### src/shared/iasb_pkg.sv
`default_nettype none
package iasb_pkg;
    // ******************************
    // Internal clock and conversion
    // ******************************
    localparam logic [2:0] OSC_DIV = 3'h4;
    localparam logic [1:0] OSC_DIV_LAST = 2'(OSC_DIV - 3'h1);
    localparam logic [10:0] CONV_CYCLES = 11'h500;
    localparam logic [10:0] CONV_LAST = CONV_CYCLES - 11'h001;
    localparam logic [10:0] INTEG_CYCLES = 11'h100;
    localparam logic [10:0] BUSY_CYCLES = 11'h344;
    localparam logic [10:0] BUSY_FALL_AT = 11'h483;
    localparam logic [10:0] POST_CYCLES = CONV_CYCLES - BUSY_FALL_AT;
    localparam logic [10:0] BUSY_RISE_AT = BUSY_FALL_AT - BUSY_CYCLES;
    localparam logic [10:0] INTEG_START = BUSY_RISE_AT - INTEG_CYCLES;
    localparam logic [10:0] STROBE_IGNORE = 11'h44C;
    localparam int unsigned PIN_COUNT = 8;
    // Sync reset: oscillator low, unselected, both strobes idle high
    localparam logic [PIN_COUNT-1:0] PIN_RESET = 8'h1C;

    // ******************************
    // States and byte order
    // ******************************
    typedef enum logic [1:0] {
        ST_IDLE = 2'h1,
        ST_RUN = 2'h2
    } iasb_state_t;

    typedef enum logic [2:0] {
        BYTE_HI_POL = 3'h1,
        BYTE_LO = 3'h2,
        BYTE_HI_OVR = 3'h4
    } iasb_byte_t;
endpackage : iasb_pkg
`default_nettype wire

### src/logic/iasb_adc_seq.sv
// Notes on behaviour
// - Busy rises at de-integrate, high 836 cycles
// - Result valid at busy falling edge
// - Busy driven in both modes
// - Oscillator divided by four, 1280-cycle conversion
// - Integrate phase lasts 256 internal cycles
// - Demand mode: one conversion per selected strobe
// - Demand mode: only strobe falling edge starts conversion
// - Busy falls 1155 cycles after strobe
// - 125 cycles after busy fall before next
// - Strobe ignored 1100 cycles, later one queued
// - Data held until next busy rise
// - Demand reads bytes in any order
// - Continuous mode converts back to back
// - Continuous ignores byte and flag selects
// - Chip select AND enable qualify strobes
// - High byte top line polarity or overrange
// - Continuous order: hi-pol, low, hi-ovr
// - Byte counter advances on read release
`timescale 1ns/1ns
`default_nettype none
module iasb_adc_seq
    import iasb_pkg::*;
(
    input wire logic clk,
    input wire logic reset_n,
    input wire logic oscillator_input,
    input wire logic chip_select,
    input wire logic chip_enable_n,
    input wire logic conv_strobe_n,
    input wire logic read_strobe_n,
    input wire logic mode_select,
    input wire logic byte_select,
    input wire logic flag_select,
    input wire logic [14:0] result_in,
    input wire logic polarity_in,
    input wire logic overrange_in,
    output logic busy,
    output logic integrate,
    output logic data_valid,
    output logic [7:0] data_out,
    output logic data_oe
);
    import iasb_pkg::*;

    // ******************************
    // Pin synchronisers
    // ******************************
    logic [PIN_COUNT-1:0] pins_s;
    logic osc_s;
    logic cs_s;
    logic ce_n_s;
    logic wr_n_s;
    logic rd_n_s;
    logic mode_s;
    logic bsel_s;
    logic fsel_s;
    logic selected;
    logic strobe_act;
    logic read_act;

    iasb_pin_sync #(
        .WIDTH(PIN_COUNT),
        .RESET_VALUE(PIN_RESET)
    ) iasb_pin_sync_inst (
        .clk(clk),
        .reset_n(reset_n),
        .pins({flag_select, byte_select, mode_select, read_strobe_n, conv_strobe_n,
               chip_enable_n, chip_select, oscillator_input}),
        .pins_sync(pins_s)
    );

    assign {fsel_s, bsel_s, mode_s, rd_n_s, wr_n_s, ce_n_s, cs_s, osc_s} = pins_s;

    assign selected = cs_s & ~ce_n_s;
    assign strobe_act = selected & ~wr_n_s;
    assign read_act = selected & ~rd_n_s;

    // ******************************
    // Internal clock divider
    // ******************************
    logic osc_prev_q;
    logic osc_prev_d;
    logic [1:0] div_q;
    logic [1:0] div_d;
    logic tick;

    always_comb begin
        osc_prev_d = reset_n ? osc_s : 1'b0;
        div_d = div_q;
        tick = 1'b0;
        if (osc_s && !osc_prev_q) begin
            tick = (div_q == OSC_DIV_LAST);
            div_d = div_q + 2'h1;
        end
        if (!reset_n) begin
            div_d = 2'h0;
            tick = 1'b0;
        end
    end

    always_ff @(posedge clk) begin
        osc_prev_q <= osc_prev_d;
        div_q <= div_d;
    end

    // ******************************
    // Conversion sequencer
    // ******************************
    iasb_state_t st_q;
    iasb_state_t st_d;
    logic [10:0] cnt_q;
    logic [10:0] cnt_d;
    logic strobe_prev_q;
    logic strobe_prev_d;
    logic pend_q;
    logic pend_d;
    logic busy_q;
    logic busy_d;
    logic integ_q;
    logic integ_d;
    logic strobe_fall;
    logic pend_now;

    // strobe edge seen only on internal ticks
    // edge, not level, starts a conversion
    assign strobe_fall = tick & strobe_act & ~strobe_prev_q;

    always_comb begin
        st_d = st_q;
        cnt_d = cnt_q;
        pend_d = pend_q;
        strobe_prev_d = strobe_prev_q;
        // strobes inside the blind window are dropped
        pend_now = pend_q | (strobe_fall & ~mode_s & (cnt_q >= STROBE_IGNORE));
        if (tick) begin
            strobe_prev_d = strobe_act;
            unique case (st_q)
                ST_IDLE: begin
                    if (mode_s || strobe_fall) begin
                        st_d = ST_RUN;
                        cnt_d = 11'h000;
                    end
                end
                ST_RUN: begin
                    pend_d = pend_now;
                    if (cnt_q == CONV_LAST) begin
                        // next conversion only after the post phase
                        if (mode_s || pend_now) begin
                            cnt_d = 11'h000;
                        end else begin
                            st_d = ST_IDLE;
                        end
                        pend_d = 1'b0;
                    end else begin
                        cnt_d = cnt_q + 11'h001;
                    end
                end
            endcase
        end
        busy_d = (st_d == ST_RUN) && (cnt_d >= BUSY_RISE_AT) && (cnt_d < BUSY_FALL_AT);
        integ_d = (st_d == ST_RUN) && (cnt_d >= INTEG_START) && (cnt_d < BUSY_RISE_AT);
        if (!reset_n) begin
            st_d = ST_IDLE;
            cnt_d = 11'h000;
            pend_d = 1'b0;
            strobe_prev_d = 1'b1;
            busy_d = 1'b0;
            integ_d = 1'b0;
        end
    end

    always_ff @(posedge clk) begin
        st_q <= st_d;
        cnt_q <= cnt_d;
        pend_q <= pend_d;
        strobe_prev_q <= strobe_prev_d;
        busy_q <= busy_d;
        integ_q <= integ_d;
    end

    assign busy = busy_q;
    assign integrate = integ_q;

    // ******************************
    // Result hold and read port
    // ******************************
    logic [14:0] res_q;
    logic [14:0] res_d;
    logic pol_q;
    logic pol_d;
    logic ovr_q;
    logic ovr_d;
    logic valid_q;
    logic valid_d;
    iasb_byte_t byte_q;
    iasb_byte_t byte_d;
    logic read_prev_q;
    logic read_prev_d;
    logic [7:0] dout_q;
    logic [7:0] dout_d;
    logic oe_q;
    logic oe_d;
    logic capture;

    assign capture = busy_q & ~busy_d;

    always_comb begin
        res_d = res_q;
        pol_d = pol_q;
        ovr_d = ovr_q;
        valid_d = valid_q;
        byte_d = byte_q;
        read_prev_d = read_act;
        if (capture) begin
            res_d = result_in;
            pol_d = polarity_in;
            ovr_d = overrange_in;
            valid_d = 1'b1;
            byte_d = BYTE_HI_POL;
        end else if (busy_d && !busy_q) begin
            // held data stays until busy rises again
            valid_d = 1'b0;
            byte_d = BYTE_HI_POL;
        end else if (mode_s && read_prev_q && !read_act) begin
            // read release steps the byte counter
            unique case (byte_q)
                BYTE_HI_POL: byte_d = BYTE_LO;
                BYTE_LO: byte_d = BYTE_HI_OVR;
                BYTE_HI_OVR: byte_d = BYTE_HI_POL;
                default: byte_d = BYTE_HI_POL;
            endcase
        end
        // high byte top line carries polarity or overrange
        // demand reads addressed by the select inputs
        if (!mode_s) begin
            if (bsel_s) begin
                dout_d = res_q[7:0];
            end else begin
                dout_d = {fsel_s ? ovr_q : pol_q, res_q[14:8]};
            end
        end else begin
            unique case (byte_q)
                BYTE_HI_POL: dout_d = {pol_q, res_q[14:8]};
                BYTE_LO: dout_d = res_q[7:0];
                BYTE_HI_OVR: dout_d = {ovr_q, res_q[14:8]};
                default: dout_d = {pol_q, res_q[14:8]};
            endcase
        end
        oe_d = read_act;
        if (!reset_n) begin
            res_d = 15'h0000;
            pol_d = 1'b0;
            ovr_d = 1'b0;
            valid_d = 1'b0;
            byte_d = BYTE_HI_POL;
            read_prev_d = 1'b0;
            dout_d = 8'h00;
            oe_d = 1'b0;
        end
    end

    always_ff @(posedge clk) begin
        res_q <= res_d;
        pol_q <= pol_d;
        ovr_q <= ovr_d;
        valid_q <= valid_d;
        byte_q <= byte_d;
        read_prev_q <= read_prev_d;
        dout_q <= dout_d;
        oe_q <= oe_d;
    end

    assign data_valid = valid_q;
    assign data_out = dout_q;
    assign data_oe = oe_q;

    // ******************************
    // Assertions
    // ******************************
    logic [10:0] busy_len_q;
    logic [10:0] integ_len_q;
    logic first_rd_q;
    always_ff @(posedge clk) begin
        busy_len_q <= !busy_q ? 11'h000 : busy_len_q + {10'h000, tick};
        integ_len_q <= !integ_q ? 11'h000 : integ_len_q + {10'h000, tick};
        // Held result whose first continuous byte has not been released yet
        if (!reset_n || (mode_s && read_prev_q && !read_act && !capture)) begin
            first_rd_q <= 1'b0;
        end else if (capture) begin
            first_rd_q <= 1'b1;
        end
    end
endmodule : iasb_adc_seq
`default_nettype wire

### src/logic/iasb_pin_sync.sv
`timescale 1ns/1ns
`default_nettype none
module iasb_pin_sync #(
    parameter int unsigned WIDTH = 8,
    parameter logic [WIDTH-1:0] RESET_VALUE = '0
) (
    input wire logic clk,
    input wire logic reset_n,
    input wire logic [WIDTH-1:0] pins,
    output logic [WIDTH-1:0] pins_sync
);
    // Two flops per pin; the first stage feeds only the second
    logic [WIDTH-1:0] meta_q;
    logic [WIDTH-1:0] meta_d;
    logic [WIDTH-1:0] sync_q;
    logic [WIDTH-1:0] sync_d;

    genvar i;
    generate
        for (i = 0; i < WIDTH; i++) begin : g_bit
            always_comb begin
                meta_d[i] = reset_n ? pins[i] : RESET_VALUE[i];
                sync_d[i] = reset_n ? meta_q[i] : RESET_VALUE[i];
            end
        end
    endgenerate

    always_ff @(posedge clk) begin
        meta_q <= meta_d;
        sync_q <= sync_d;
    end

    assign pins_sync = sync_q;
endmodule : iasb_pin_sync
`default_nettype wire

### config.mk
export PLATFORM = sky130hd
export DESIGN_NAME = iasb_adc_seq
export DESIGN_NICKNAME = d
export VERILOG_FILES = /design/src/shared/iasb_pkg.sv /design/src/logic/iasb_adc_seq.sv /design/src/logic/iasb_pin_sync.sv
export SDC_FILE = /design/constraint.sdc
export NUM_CORES = 1
export LEC_CHECK = 0
export BUFFER_PORTS_ARGS = -buffer_cell sky130_fd_sc_hd__buf_2
export CELL_PAD_IN_SITES_DETAIL_PLACEMENT = 1
export CELL_PAD_IN_SITES_GLOBAL_PLACEMENT = 2
export CORE_ASPECT_RATIO = 1.2
export CORE_UTILIZATION = 39
export DETAILED_ROUTE_END_ITERATION = 10
export HOLD_SLACK_MARGIN = 0.1
export PLACE_DENSITY = 0.85
export SYNTH_ARGS = -nofsm -noshare
export SYNTH_HDL_FRONTEND = slang
export SYNTH_HIERARCHICAL = 1
export SYNTH_SLANG_ARGS = --single-unit
### constraint.sdc
create_clock -name clk -period 9.31 [get_ports clk]
set_input_delay 1.862 -clock clk [delete_from_list [all_inputs] [get_ports clk]]
set_output_delay 1.862 -clock clk [all_outputs]
set_load 0.03 [all_outputs]
== Word level (Yosys, flattened, before mapping) ==
Index checks and enable logic that the tools add are counted.
Operators by class
  $add $sub $neg: 2
  multiply operators: 0
  div/mod/pow operators: 0
  order comparisons: 5
  eq/ne operators: 8
  shifts and indexed selects: 0
  multiplexer cells: 21
  bitwise logic cells: 16
  reduce and logical (&&, ||, !) cells: 16
Operators by type and width (number)
  two-way mux 11 bit: 4
  one-hot mux 11 bit (2 select lines): 1
  two-way mux 8 bit: 2
  one-hot mux 8 bit (2 select lines): 1
  adder 11 x 1 -> 11 bit, second input constant: 1
  == test 11 bit, second input constant: 1
  >= comparator 11 bit, second input constant: 1
  >= comparator 11 x 6 -> 1 bit, second input constant: 1
  >= comparator 11 x 9 -> 1 bit, second input constant: 1
  less-than comparator 11 bit, second input constant: 1
  less-than comparator 11 x 9 -> 1 bit, second input constant: 1
  bitwise AND 1 bit: 8
  logical AND 1 bit: 8
  two-way mux 2 bit: 4
  two-way mux 1 bit: 7
  inverter 1 bit: 7
  == test 2 bit, second input constant: 3
  one-hot mux 3 bit (2 select lines): 1
  one-hot mux 2 bit (2 select lines): 1
  == test 3 x 1 -> 1 bit, second input constant: 1
  == test 3 x 2 -> 1 bit, second input constant: 1
  == test 3 bit, second input constant: 1
  zero test 1 bit: 3
  OR reduction 3 bit: 1
  6 further kinds: 7
Word-level totals
  flip-flop bits (word level): 66
  bits in latches: 0
  bits in writable memories: 0
  bits in read-only memories: 0
  bits of input ports: 27
  word-level logic and storage cells: 85
  memories kept: 0

== Longest topological paths before layout ==
Gate-level depths: netlist (run 1).
  word-level depth: 21
  mapped depth: 14

== Hierarchy ==
The synthesis (run 1) kept the hierarchy.
By module, submodules not included
  iasb_adc_seq: instances 1, cells an instance 259, area an instance 2449.8 um2
  iasb_pin_sync: instances 1, cells an instance 33, area an instance 440.4 um2

== Worst setup path after synthesis (run 1) ==
No wires, ideal clock.
  path kind: in2reg
  start: input port reset_n
  end: register ovr_q
  arrival: 4.862 ns
  setup slack: 4.331 ns
  cell stages on the path: 13
  cell sequence: and4b_1 -> clkbuf_1 -> nand4b_1 -> o2111a_2 -> o32ai_1 -> nand2_1 -> a32o_2 -> o221ai_1 -> ha_1 -> clkbuf_1 -> clkbuf_1 -> mux2i_1 -> nor2b_1
On the way
  longest elaborated chain between the ends: 17
  elaborated cells between the ends (all ways): 26
  classes of those cells: order compare: 2; eq/ne: 1; mux: 12; bitwise: 7; reduce/logical: 4
RTL lines
  start, declared: line iasb_adc_seq.sv:26  | input wire logic reset_n,
  two-way mux 1 bit: line iasb_adc_seq.sv:96  | if (!reset_n) begin
  bitwise AND 1 bit (2 in series): line iasb_adc_seq.sv:127  | assign strobe_fall = tick & strobe_act & ~strobe_prev_q;
  bitwise AND 1 bit (2 in series): line iasb_adc_seq.sv:135  | pend_now = pend_q | (strobe_fall & ~mode_s & (cnt_q >= STROBE_IGNORE));
  OR 1 bit: line iasb_adc_seq.sv:135
  logical OR 1 bit: line iasb_adc_seq.sv:149  | if (mode_s || pend_now) begin
  two-way mux 11 bit or two-way mux 2 bit (tied branches): line iasb_adc_seq.sv:149
  two-way mux 11 bit or two-way mux 2 bit (tied branches): line iasb_adc_seq.sv:147  | if (cnt_q == CONV_LAST) begin
  one-hot mux 11 bit (2 select lines) or one-hot mux 2 bit (2 select lines) (tied branches): line iasb_adc_seq.sv:138  | unique case (st_q)
  two-way mux 11 bit or two-way mux 2 bit (tied branches): line iasb_adc_seq.sv:136  | if (tick) begin
  >= comparator 11 x 9 -> 1 bit or == test 2 bit (tied branches): line iasb_adc_seq.sv:161  | busy_d = (st_d == ST_RUN) && (cnt_d >= BUSY_RISE_AT) && (cnt_d < BUSY_FALL_AT);
  logical AND 1 bit (2 in series): line iasb_adc_seq.sv:161
  two-way mux 1 bit (*): line iasb_adc_seq.sv:163  | if (!reset_n) begin
  inverter 1 bit (*): line iasb_adc_seq.sv:206  | assign capture = busy_q & ~busy_d;
  bitwise AND 1 bit (*): line iasb_adc_seq.sv:206
  named net capture: line iasb_adc_seq.sv:204  | logic capture;
  end signal, assigned: line iasb_adc_seq.sv:266  | ovr_q <= ovr_d;
  end, declared: line iasb_adc_seq.sv:192  | logic ovr_q;
Mark *: on every way through the listed nets, which the timed path passes. The rest lies on a longest branch.
A chain may end at the register's enable or synchronous reset.

== Worst setup path after layout (run 1) ==
  start: input port reset_n
  end: register byte_q[0]
On the way
  longest elaborated chain between the ends: 18
  elaborated cells between the ends (all ways): 29
  classes of those cells: order compare: 2; eq/ne: 1; mux: 12; bitwise: 8; reduce/logical: 6
RTL lines
  two-way mux 1 bit: line iasb_adc_seq.sv:96
  bitwise AND 1 bit (2 in series): line iasb_adc_seq.sv:127
  bitwise AND 1 bit (2 in series): line iasb_adc_seq.sv:135
  OR 1 bit: line iasb_adc_seq.sv:135
  logical OR 1 bit: line iasb_adc_seq.sv:149
  two-way mux 11 bit or two-way mux 2 bit (tied branches): line iasb_adc_seq.sv:149
  two-way mux 11 bit or two-way mux 2 bit (tied branches): line iasb_adc_seq.sv:147
  one-hot mux 11 bit (2 select lines) or one-hot mux 2 bit (2 select lines) (tied branches): line iasb_adc_seq.sv:138
  two-way mux 11 bit or two-way mux 2 bit (tied branches): line iasb_adc_seq.sv:136
  >= comparator 11 x 9 -> 1 bit or == test 2 bit (tied branches): line iasb_adc_seq.sv:161
  logical AND 1 bit (2 in series): line iasb_adc_seq.sv:161
  two-way mux 1 bit (*): line iasb_adc_seq.sv:163
  inverter 1 bit (*): line iasb_adc_seq.sv:206
  bitwise AND 1 bit (*): line iasb_adc_seq.sv:206
  named net capture: line iasb_adc_seq.sv:204
  OR reduction 3 bit (no line) (*)
  end signal, assigned: line iasb_adc_seq.sv:268  | byte_q <= byte_d;
  end, declared: line iasb_adc_seq.sv:196  | iasb_byte_t byte_q;
Marked as above.

==> impl_summary.md, run 1 <==
Clock network
In this run the number of H-tree levels came out at 3. In this run the post-CTS setup repair buffer count came out at 0. The number of buffers between clock root and the deepest sink is 2. The CTS tree is yes. The count of hold-fix buffers inserted at cts is 0.

Buffers inserted during clock tree synthesis total 9. The cell sitting at the root of the clock tree is a sky130_fd_sc_hd__clkbuf_8. The number of clock sinks is 66. For the worst-skew pair, the clock arrives at the later sink with an insertion delay of 0.34 ns. Gates resized during post-CTS repair numbered 0. The clock-pin slew on the worst setup and hold paths is 0.08 ns.

Synthesis
The number of warning messages in the yosys log is 6. The count of mapped cells out of synthesis is 292. In the synthesized netlist the dominant register cell turns out to be sky130_fd_sc_hd__dfxtp_1. The synthesized design contains 66 register bits.

The mapped cell area is 2890 sq um. Counting distinct cell types in the post-synthesis netlist gives 59. Dividing the synthesized area by the synthesized cell count gives 9.90 sq um. The sequential area share after synthesis is 45.7%. When the netlist entered floorplanning its net count stood at 324. The count of flip-flops with a built-in enable after synthesis is 0. The fraction of registers with async set or reset after synthesis is 0%.

STA
In this run the tightest slew margin relative to its limit is 26.9%. At the pin with the least slew margin, the transition time is 1.07 ns. The final-report setup violation count is 0. The final hold violation count is 0. For the final routed database, the setup TNS stands at 0 ns. The time the worst path needs with I/O delays and setup is 5.67 ns. The number of pins exceeding their max-slew limit in the final report was 0.

The worst-case setup margin in the final layout is 3.64 ns. The final cycle utilization of the critical path is 60.9%. The maximum clock rate is 176 MHz. The final setup skew is 0.0135 ns.

Setup repair after global routing left no endpoint under its margin.

Placed design
The placer congestion estimate is 0.849. The number of buffers inserted by port buffering is 38. Prior to clock tree synthesis, the placed netlist has a worst setup slack of 3.38 ns. Summed over all nets, the half-perimeter wirelength after detailed placement is 4.45 mm.

Worst setup path
The number of cells on the worst reg-to-reg path is 11. The critical path is of the in2reg type. The startpoint of the lowest-slack register-to-register path is cnt_q[0]$_SDFF_PN0_.

The required time of the critical path is 9.54 ns. Of all nets on the critical path, the largest fanout is 64. The worst register-to-register path ends at byte_q[1]$_SDFFE_PP0P_. STA classifies the critical path startpoint as an input pin. The type of element capturing the critical path is a flip-flop. At the worst endpoint, the arrival time is 5.90 ns. In this run the register-to-register setup slack is 5.30 ns.

Global routing
The initial antenna violation count came to 0. The number of global-route vias before repair is 2,256. The overall overflow remaining after global route is 0. Across every metal layer, demand over resource in global routing totals 17.8%. The maximum number of pins on one net before global-route repair is 65. The first global-routing pass estimated 10.5 mm of wire.

Layout
The flip-flop and latch area is 1320 sq um. The final net count is 363. The filler cells instantiated in the layout total 843. The core occupancy in the finished layout is 46.5%. The area growth from synthesis to layout is 16.4%. Summing all multi-input logic gate instances after layout gives 1510 sq um. Cells with a size suffix above 1 make up 19.6% of the layout. The number of antenna diodes is 0.

Floorplanning
The vertical die dimension is 96.3 microns. The floorplan step defined a die boundary enclosing 7760 sq um. The horizontal extent of the die is 80.6 microns. The initialized floorplan defines 34 standard-cell rows. The number of primary I/O pins is 39. The total area inside the core boundary comes to 7230 sq um. The initial utilization of the core area, before any placement, comes to 40.0%.

Power
The standby leakage power is 1.29 nW. The part of the total power dissipated in combinational logic is 3.0%. The switching power as a share of total power is 20.5%.

The switching power of the nets is 0.115 mW. The register share of total power is 51.3%. Dividing total power by cell area gives a power density of 167 nW/um^2. The maximum resistive drop on vdd is 0.0977 mV. The internal portion of the total power is 0.446 mW. The share of total power dissipated in the clock network is 45.7%.

Drt
For this run, design rule violations remaining after detail routing come to 0. The average vias per placed instance is 5.32. For this block, the routed nets add up to 6.26 mm of wire. Dividing the detail-routed wire length by the instance count gives 14.7 microns. The number of design-rule violations left by the first detailed-router iteration is 69. The number of nets still failing antenna checks after routing is 0. The detailed-routing iteration count for the pre-antenna-repair pass is 4.

The total via count after detailed routing is 2,267.

Hold path
The worst hold path terminates at iasb_pin_sync_inst/pins_sync[2]$_SDFF_PN1_. The worst min-delay path category is reg2reg. The hold path depth is 1. The worst hold path begins at iasb_pin_sync_inst/meta_q[2]$_SDFF_PN1_.

Status
The run finished with clean final reports.

Job
The number of max-cap violations is 0.
==> per-layer routing <==
metal / vias up / wire [microns] / global-route usage (%)
met4: 0 / 187 / 9.52
met3: 16 / 182 / 4.36
met1: 1090 / 2860 / 20.6
li1: 1122 / - / -
met5: - / 0 / 0
met2: 39 / 3030 / 30.3
==> synthesized netlist by cell type, types with 2 or more instances <==
cell	number	share of area (%)
sky130_fd_sc_hd__dfxtp_1	66	46
sky130_fd_sc_hd__nor2b_1	36	7.8
sky130_fd_sc_hd__mux2i_1	29	10
sky130_fd_sc_hd__nand2_1	12	1.6
sky130_fd_sc_hd__and2_1	10	2.2
sky130_fd_sc_hd__nor2_1	10	1.3
sky130_fd_sc_hd__o21ai_0	10	1.7
sky130_fd_sc_hd__a21oi_1	9	1.6
sky130_fd_sc_hd__clkbuf_1	9	1.2
sky130_fd_sc_hd__or2b_1	7	1.8
sky130_fd_sc_hd__and2_2	6	1.6
sky130_fd_sc_hd__inv_1	6	0.78
sky130_fd_sc_hd__nor3_1	6	1.0
sky130_fd_sc_hd__ha_1	5	2.2
sky130_fd_sc_hd__nand2b_1	5	1.1
sky130_fd_sc_hd__a21o_1	4	1.0
sky130_fd_sc_hd__and3_1	4	0.87
sky130_fd_sc_hd__nand3_1	4	0.69
sky130_fd_sc_hd__o22ai_1	3	0.65
sky130_fd_sc_hd__o31ai_1	3	0.78
sky130_fd_sc_hd__a211o_1	2	0.61
sky130_fd_sc_hd__a21boi_0	2	0.52
sky130_fd_sc_hd__a22oi_1	2	0.52
sky130_fd_sc_hd__nand4_1	2	0.43
sky130_fd_sc_hd__nand4b_1	2	0.61
sky130_fd_sc_hd__o2111ai_1	2	0.61
sky130_fd_sc_hd__o211ai_1	2	0.52
sky130_fd_sc_hd__o22a_1	2	0.61
sky130_fd_sc_hd__o311ai_0	2	0.61
==> logic make-up (layout without fill, tap and decap cells) <==
logic type | Yosys count | after routing | synth area share (%)
buffers and inverters | 16 | 60 | 2.12
flip-flops | 66 | 66 | 45.7
multiplexers | 29 | 29 | 10.0
AND/OR/NAND/NOR | 114 | 114 | 24.1
adder cells (fa/ha/maj) | 5 | 5 | 2.16
AO/OA/AOI/OAI | 60 | 60 | 15.3
XOR/XNOR | 2 | 2 | 0.606
==> area by class of cell <==
class,instances,area share [%]
repair buffers,38,5.65
well taps,90,3.35
multi-input cells,210,44.8
flip-flops and latches,66,39.3
inverters,6,0.669
clock inverters,5,2.34
clock buffers,11,3.90
==> worst max-delay path, stage by stage <==
cell and delay, ns:
sky130_fd_sc_hd__buf_2 0.62, sky130_fd_sc_hd__and4b_1 0.38, sky130_fd_sc_hd__nand2_1 0.27, sky130_fd_sc_hd__o311ai_0 0.65, sky130_fd_sc_hd__o22a_1 0.28, sky130_fd_sc_hd__and2_0 0.13
sky130_fd_sc_hd__a32o_2 0.20, sky130_fd_sc_hd__o221ai_1 0.13, sky130_fd_sc_hd__ha_1 0.57, sky130_fd_sc_hd__or3b_2 0.65, sky130_fd_sc_hd__a21o_1 0.17
==> worst max path at each step <==
stage,start,to,slack [ns]
finish,reset_n,byte_q[0]$_SDFFE_PP1P_,3.64
global route,reset_n,byte_q[0]$_SDFFE_PP1P_,3.32
CTS,reset_n,byte_q[0]$_SDFFE_PP1P_,3.62
detailed placement,reset_n,byte_q[0]$_SDFFE_PP1P_,3.38
global placement,reset_n,byte_q[0]$_SDFFE_PP1P_,3.42
floorplan,reset_n,ovr_q$_SDFFE_PN0P_,4.33
==> cell usage in the layout, fill, tap and decap left out, types with 3 or more instances in the layout <==
cell                       synthesis  routed
sky130_fd_sc_hd__clkbuf_8          0       9
sky130_fd_sc_hd__o21ai_0          10      10
sky130_fd_sc_hd__mux2i_1          29      29
sky130_fd_sc_hd__nand2_1          12      12
sky130_fd_sc_hd__a21oi_1           9       9
sky130_fd_sc_hd__a21o_1            4       4
sky130_fd_sc_hd__nand2b_1          5       5
sky130_fd_sc_hd__nor2_1           10      10
sky130_fd_sc_hd__o22ai_1           3       3
sky130_fd_sc_hd__inv_1             6       6
sky130_fd_sc_hd__nand3_1           4       4
sky130_fd_sc_hd__buf_2             0      38
sky130_fd_sc_hd__and2_2            6       6
sky130_fd_sc_hd__nor3_1            6       6
sky130_fd_sc_hd__and3_1            4       4
sky130_fd_sc_hd__or2b_1            7       7
sky130_fd_sc_hd__and2_1           10      10
sky130_fd_sc_hd__nor2b_1          36      36
sky130_fd_sc_hd__dfxtp_1          66      66
sky130_fd_sc_hd__o31ai_1           3       3
sky130_fd_sc_hd__ha_1              5       5
==> sequential cells by signal, indices dropped and copies added (netlist names), 2 cells and up <==
| register | flops |
|---|---|
| cnt_q | 11 |
| iasb_pin_sync_inst/pins_sync | 8 |
| div_q | 2 |
| res_q | 15 |
| iasb_pin_sync_inst/meta_q | 8 |
| byte_q | 3 |
| st_q | 2 |
| data_out | 8 |
==> through the flow <==
stage	hold slack, ns	cell area, sq um	power [mW]	std cells
finish	0.395	3360	0.561	426
global route	0.422	3360	0.584	426
CTS	0.404	3360	0.571	426
detailed placement	0.395	3150	0.311	410
global placement	0.390	3150	0.311	410
floorplan	0.385	2890	0.304	292
==> power groups by stage <==
stage	sequential (mW)	clock, mW	combinational [mW]
2_1_floorplan	0.294	0	0.00993
3_3_place_gp	0.294	0	0.0167
3_5_place_dp	0.294	0	0.0170
4_1_cts	0.288	0.266	0.0171
5_1_grt	0.288	0.277	0.0186
6_report	0.288	0.257	0.0166
No activity file was read; power rests on OpenSTA's default activity.
==> inputs of run 2 (changes only) <==
CORE_UTILIZATION = 36   (was 39)
PLACE_DENSITY = 0.8   (was 0.85)
clock period = 5.5 ns   (was 9.31 ns; I/O delays follow)
==> run 2 against run 1 <==
Effect of this change:
- via count grew 0.75%
- largest cell class unchanged
- wire length increased by 3.6%
- critical path depth stayed put
- worst hold slack better by 0.0065 ns
- cell count grew 0.94%
- clock skew shrank 0.0028 ns
- non-clock buffer count grew 2
- global-route usage shrank 1.2 points
- count of clock-buffer cells in the layout is 1 higher
- critical endpoint unchanged
- sequential share of layout area barely moved
- highest routed layer unchanged
- register-to-register slack worse by 3.9 ns
- critical path type unchanged
- utilization down 2.8 points
==> impl_summary.md, run 2 (synthesis gave the netlist of run 1 again) <==
Status
The flow ran to the end, and the final reports show no timing, DRC or antenna violations.

Power
Cell internal power was estimated by the tool at 0.723 mW. The maximum resistive drop on vdd is 0.157 mV. Combinational logic burns 3.1% of the power.

The standby leakage power is 1.29 nW. The register share of total power is 52.7%. In this run the power spent charging and discharging nets is 0.201 mW. The total power divided by cell area is 274 nW/um^2. The switching power as a share of total power is 21.7%.

The share of total power dissipated in the clock network is 44.2%.

Layout
The area growth from synthesis to layout is 16.5%. More flip-flops sit in one register than any other, and that register is res_q. The count of cells in the finished layout, fillers not included, comes to 430. The most common cell after layout, fill and taps aside is sky130_fd_sc_hd__dfxtp_1. The number of flip-flops under the largest register name is 15.

Cells with a size suffix above 1 make up 20.1% of the layout. The area of the multi-input gates is 1510 sq um. The final net count is 365. The number of antenna diodes in the final layout is 0. The filler cell count in the final layout is 883. Registers take 1320 sq um. The largest registers in the layout are res_q x15, cnt_q x11.

Cells fill 43.7% of the core in the end. In the layout the commonest cells are sky130_fd_sc_hd__dfxtp_1, sky130_fd_sc_hd__buf_2, sky130_fd_sc_hd__nor2b_1.

Global routing
The overall overflow remaining after global route is 0. The maximum number of pins on one net before global-route repair is 63. The initial antenna violation count is 0. The wire length of the first global-routing pass is 11.2 mm. The number of global-route vias before repair is 2,347. Across every metal layer, demand over resource in global routing totals 16.7%.

Drt
In the final routed layout, each cell accounts on average for 15.1 microns. The detail route stage leaves a number of antenna-violating nets equal to 0. After detailed routing, the number of remaining DRC violations is 0. The number of design-rule violations left by the first detailed-router iteration is 96. Dividing the detail-routed via count by the number of cells gives 5.31. The total routed wirelength is 6.48 mm. The total via count after detailed routing is 2,284.

The detailed-routing iteration count for the pre-antenna-repair pass is 4.

Placed design
Including well taps, the total number of placed cells is 414. Detailed placement ended at an HPWL of 4.63 mm. The count of buffers added on input and output ports is 38. Routability-driven placement finished with a final weighted congestion of 0.868.

STA
The time the worst path needs with I/O delays and setup is 4.20 ns. The final sum of negative setup slack is 0 ns. The final hold violation count is 0. Setup repair after global routing left no endpoint under its margin.

The final cycle utilization of the critical path is 76.4%. The maximum clock rate is 238 MHz. The number of pins exceeding their max-slew limit in the final report is 0. The slew at the pin closest to its max-slew limit is 1.07 ns. Measured against its own limit, the worst slew margin works out to 26.4%. The final setup skew is 0.0107 ns.

Setup violations remaining at the end of the flow were counted as 0.

Clock network
The count of hold-fix buffers inserted at cts is 0. CTS placed an instance of sky130_fd_sc_hd__clkbuf_8 at the clock tree root. The insertion delay of the later-clocked pin in the worst-skew pair is 0.33 ns. The number of levels the H-tree was split into is 3. Once the clock tree was built, the resizer swapped 0 gates to a different size. Counting every sink on the clock net gives 66. The number of buffers between clock root and the deepest sink is 2. The CTS tree is yes. After clock tree synthesis, the setup repair step added 0 buffers. The clock-pin slew on the worst setup and hold paths is 0.08 ns. Clock tree synthesis inserted a total of 9 buffers.

Worst setup path
The worst setup path is captured at a flip-flop. The startpoint identified for the worst register-to-register timing path is cnt_q[0]$_SDFF_PN0_. For the worst setup path, the data arrival time is 4.43 ns. The category of the most critical setup path is in2reg. The kind of start point of the critical path is an input pin.

The launch point of the worst path is reset_n. At the worst endpoint, the required time is 5.72 ns. Of all nets on the critical path, the largest fanout is 19.

Floorplanning
The floorplan step defined a die boundary enclosing 8390 sq um. The standard-cell row count is 35. The floorplan step set the die width to 83.8 microns.

39 I/O pins were placed. The effective utilization at floorplan is 37.5%. The core region is 7710 sq um.

The vertical die dimension is 100 microns.

Hold path
The worst hold path begins at iasb_pin_sync_inst/meta_q[3]$_SDFF_PN1_. The path class of the tightest hold or removal check is reg2reg.

Job
The number of max-cap violations is 0.
## run 2: cell count changes in the layout (fill, tap and decap cells not counted)
cell / previous run / this run
sky130_fd_sc_hd__bufinv_16: 2 / 1
sky130_fd_sc_hd__clkinvlp_4: 0 / 1
sky130_fd_sc_hd__clkinv_2: 2 / 1
sky130_fd_sc_hd__clkbuf_8: 9 / 10
sky130_fd_sc_hd__buf_4: 0 / 2
## run 2: final cells by class
class / count / share of cell area (%)
multi-input combinational: 210 / 44.8
tap: 92 / 3.42
sequential: 66 / 39.2
clock inverter: 4 / 1.52
clock buffer: 12 / 4.31
inverter: 6 / 0.669
timing repair buffer: 40 / 6.09
## run 2: layer usage
layer | GRT usage (%) | part of all wire, % | vias up
met2 | 29.0 | 50 | 52
met1 | 19.8 | 44 | 1095
met3 | 3.95 | 4.6 | 7
met5 | 0 | 0 | -
li1 | - | - | 1130
met4 | 6.91 | 1.3 | 0
## run 2: final timing paths
kind                                                      to  slack [ns]  cells past startpoint
setup / recovery                      byte_q[0]$_SDFFE_PP1P_        1.30                     11
hold / removal    iasb_pin_sync_inst/pins_sync[3]$_SDFF_PN1_        0.40                      1
setup reg to reg                      byte_q[0]$_SDFFE_PP1P_        1.38                     11
hold reg to reg   iasb_pin_sync_inst/pins_sync[3]$_SDFF_PN1_        0.40                      1
## run 2: critical path, cell delays in order
cell,delay (ns)
sky130_fd_sc_hd__buf_2,0.10
sky130_fd_sc_hd__and4b_1,0.29
sky130_fd_sc_hd__nand4b_1,0.17
sky130_fd_sc_hd__o2111a_2,0.37
sky130_fd_sc_hd__a211oi_1,0.45
sky130_fd_sc_hd__o2111ai_1,0.19
sky130_fd_sc_hd__o21ai_1,0.23
sky130_fd_sc_hd__o221ai_1,0.15
sky130_fd_sc_hd__ha_1,0.57
sky130_fd_sc_hd__or3b_2,0.63
sky130_fd_sc_hd__a21o_1,0.16
## run 2: power groups by stage
stage | Sequential (mW) | Combinational (mW) | Clock (mW)
after CTS | 0.487 | 0.0297 | 0.425
final | 0.487 | 0.0288 | 0.408
after global routing | 0.488 | 0.0322 | 0.444
after floorplan | 0.497 | 0.0168 | 0
after detailed placement | 0.498 | 0.0294 | 0
after global placement | 0.498 | 0.0290 | 0
## run 2: metrics by stage
| step | hold slack, ns | cell area [sq um] | total power, mW | worst slack [ns] |
|---|---|---|---|---|
| detailed placement | 0.399 | 3170 | 0.528 | 0.918 |
| floorplan | 0.385 | 2890 | 0.514 | 1.28 |
| CTS | 0.413 | 3370 | 0.941 | 1.28 |
| finish | 0.402 | 3370 | 0.924 | 1.30 |
| global route | 0.429 | 3370 | 0.964 | 1.04 |
| global placement | 0.388 | 3170 | 0.527 | 1.07 |
==> inputs of run 3 (changes only) <==
CORE_UTILIZATION = 32   (was 36)
PLACE_DENSITY = 0.75   (was 0.8)
clock period = 3.6 ns   (was 5.5 ns; I/O delays follow)
==> run 3 against run 2 <==
Effect of this change:
- clock power grew 87%
- largest cell class unchanged
- worst hold slack gained 0.0047 ns
- wire length grew 3.0%
- non-clock buffer count grew 14
- cell count grew 9.1%
- die area grew 12%
- total power grew 68%
==> impl_summary.md, run 3 (synthesis gave the netlist of run 1 again) <==
Global routing
The met3 track utilization from global routing is 3.49%. The initial antenna violation count is 0. The number of global-route vias before repair is 2,358.

The global routing stage identified its most utilized layer as met2. The first global-routing pass estimated 11.2 mm of wire. Entering global routing, the biggest net connects 63 pins. The overall overflow remaining after global route is 0. Across every metal layer, demand over resource in global routing totals 15.7%. The met1 layer usage reported by global route is 18.6%. The fraction of met2 tracks used by global routing is 25.8%.

Drt
The first detailed-routing pass ran for 4 iterations. Summed over all layers, the routed wires come to 6.68 mm. The wire length per cell after detailed routing is 14.2 microns. The detailed router placed 2,314 vias in this run. Once detail routing completed, the nets flagged for antenna violations numbered 0. After detailed routing, the number of remaining DRC violations is 0.

Using the TritonRoute via totals, the vias-per-cell ratio works out to 4.93. The number of design-rule violations left by the first detailed-router iteration is 58.

Clock network
The number of clock sinks is 66. Post-CTS timing repair inserted 0 buffers for setup. The clock passes through at most 2 buffers. The total of cells resized after clock tree synthesis is 0.

The root buffer selected by CTS is sky130_fd_sc_hd__clkbuf_8. The CTS tree is yes. The count of hold-fix buffers inserted at cts is 0. After clock tree synthesis, the clock-pin slew on the worst setup and hold paths is 0.08 ns. The insertion delay of the later-clocked pin in the worst-skew pair is 0.34 ns. The number of levels the H-tree was split into is 3.

The number of buffers inserted during clock tree synthesis is 9.

STA
The final-report setup violation count is 0. At the pin with the least slew margin, the transition time is 1.04 ns. The number of pins exceeding their max-slew limit in the final report was 0.

The final sum of negative setup slack is 0 ns. The worst max-slew margin expressed relative to the limit is 28.8%. The final setup skew is 0.00903 ns. The time the worst path needs with I/O delays and setup is 3.38 ns. Setup repair after global routing left no endpoint under its margin.

The final critical path takes up 94.0% of the cycle. The final hold violation count is 0. The maximum clock rate is 296 MHz.

Layout
The repair_antennas step left the layout with diodes totalling 0. The final net count is 379. The count of placed standard cells in the final layout, fillers left out is 469. The layout cell share with drive strength beyond 1 is 23.9%.

From synthesis to final layout, the design area changed by 23.5%. Counting flops per register, the top entry is res_q. In the layout the commonest cells are sky130_fd_sc_hd__dfxtp_1, sky130_fd_sc_hd__buf_2, sky130_fd_sc_hd__nor2b_1. The register with the most flip-flops in the layout has 15 of them.

Leaving out fill and tap cells, the most frequent cell in the layout is sky130_fd_sc_hd__dfxtp_1. The largest registers in the layout are res_q x15, cnt_q x11.

Worst setup path
The critical path in this run is classified as reg2reg. For the worst setup path, the data required time is 3.84 ns. The worst setup path is launched from a flip-flop. The number of cells on the worst reg-to-reg path is 10. STA classifies the critical path endpoint as a flip-flop. The largest fanout on the critical path is 8. The arrival time of data at the critical path endpoint is 3.62 ns.

Power
The clock network is responsible for 49.2% of the overall power. The switching power as a share of total power is 21.0%. The part of the total power dissipated in combinational logic is 2.9%. The maximum resistive drop on vdd is 0.212 mV. The analysis attributes to cell leakage a power of 1.38 nW. For this design the total switching power over the nets is 0.326 mW. The internal power component is 1.23 mW. In this run the power density over the cells is 435 nW/um^2. The register share of total power is 47.9%.

Placed design
The placer congestion estimate is 0.817. The detailed-placement wirelength estimate is 4.83 mm. After detailed placement, the design holds a cell count of 453. The count of buffers added on input and output ports is 38.

Floorplanning
The initial utilization of the core area, before any placement, comes to 33.4%. The die covers 9420 sq um. The floorplan step defined a core boundary enclosing 8660 sq um.

The vertical die dimension is 106 microns. The initialized floorplan defines 37 standard-cell rows. 39 I/O pins were placed. The horizontal extent of the die is 88.8 microns.

Status
The run finished with clean final reports.

Job
The number of max-cap violations is 0.

Hold path
The worst min-delay path category is reg2reg. Along the worst hold path, the cell count comes to 1.
## run 3: cell types whose count changed in the layout (fill, tap and decap cells not counted)
cell and change:
sky130_fd_sc_hd__buf_4 +14, sky130_fd_sc_hd__bufinv_16 +2, sky130_fd_sc_hd__a2111oi_2 -1, sky130_fd_sc_hd__a2111oi_4 +1, sky130_fd_sc_hd__clkbuf_1 -1, sky130_fd_sc_hd__clkbuf_8 -1
sky130_fd_sc_hd__clkinv_2 -1, sky130_fd_sc_hd__clkinv_4 +1, sky130_fd_sc_hd__nor4_1 -1, sky130_fd_sc_hd__nor4_2 +1
## run 3: critical path, cell delays in order, from the launching register on
cell	delay (ns)
sky130_fd_sc_hd__dfxtp_1	0.40
sky130_fd_sc_hd__or3b_1	0.46
sky130_fd_sc_hd__or3_4	0.45
sky130_fd_sc_hd__and3_1	0.21
sky130_fd_sc_hd__o22ai_1	0.26
sky130_fd_sc_hd__nor3_1	0.12
sky130_fd_sc_hd__a32o_2	0.31
sky130_fd_sc_hd__o221a_1	0.26
sky130_fd_sc_hd__ha_1	0.18
sky130_fd_sc_hd__or3b_2	0.47
sky130_fd_sc_hd__a21o_1	0.17
## run 3: final timing paths
path                                      startpoint                                    endpoint  slack (ns)
min reg2reg  iasb_pin_sync_inst/meta_q[3]$_SDFF_PN1_  iasb_pin_sync_inst/pins_sync[3]$_SDFF_PN1_        0.41
min          iasb_pin_sync_inst/meta_q[3]$_SDFF_PN1_  iasb_pin_sync_inst/pins_sync[3]$_SDFF_PN1_        0.41
max reg2reg                      cnt_q[8]$_SDFF_PN0_                      byte_q[0]$_SDFFE_PP1P_        0.22
max                              cnt_q[8]$_SDFF_PN0_                      byte_q[0]$_SDFFE_PP1P_        0.22
## run 3: stage by stage
stage | worst slack (ns) | hold WS [ns] | area (sq um) | util, % | power, mW
after floorplan | 0.121 | 0.385 | 2890 | - | 0.785
after global placement | 0.0758 | 0.392 | 3310 | 38.2 | 0.806
after detailed placement | -0.0308 | 0.393 | 3310 | 38.2 | 0.807
after CTS | 0.224 | 0.411 | 3550 | 41.0 | 1.57
after global routing | 0.00491 | 0.428 | 3570 | 41.2 | 1.62
final | 0.217 | 0.407 | 3570 | 41.2 | 1.55
## run 3: power groups by stage
stage / logic, mW / clock network (mW) / registers [mW]
floorplan: 0.0257 / 0 / 0.760
global placement: 0.0448 / 0 / 0.761
detailed placement: 0.0452 / 0 / 0.761
CTS: 0.0460 / 0.783 / 0.744
global route: 0.0496 / 0.823 / 0.745
finish: 0.0445 / 0.765 / 0.744
## run 3: area by class of cell
class | instances | area (sq um)
flip-flops and latches | 66 | 1320
inverters | 6 | 22.5
repair buffers | 54 | 310
well taps | 117 | 146
clock inverters | 6 | 115
clock buffers | 10 | 128
fillers | 1008 | 5090
multi-input cells | 210 | 1530
## run 3: layer usage
layer	vias to the layer above	part of all wire [%]
li1	1157	-
met1	1106	45
met2	35	49
met3	16	2.5
met4	0	3.1
met5	-	0
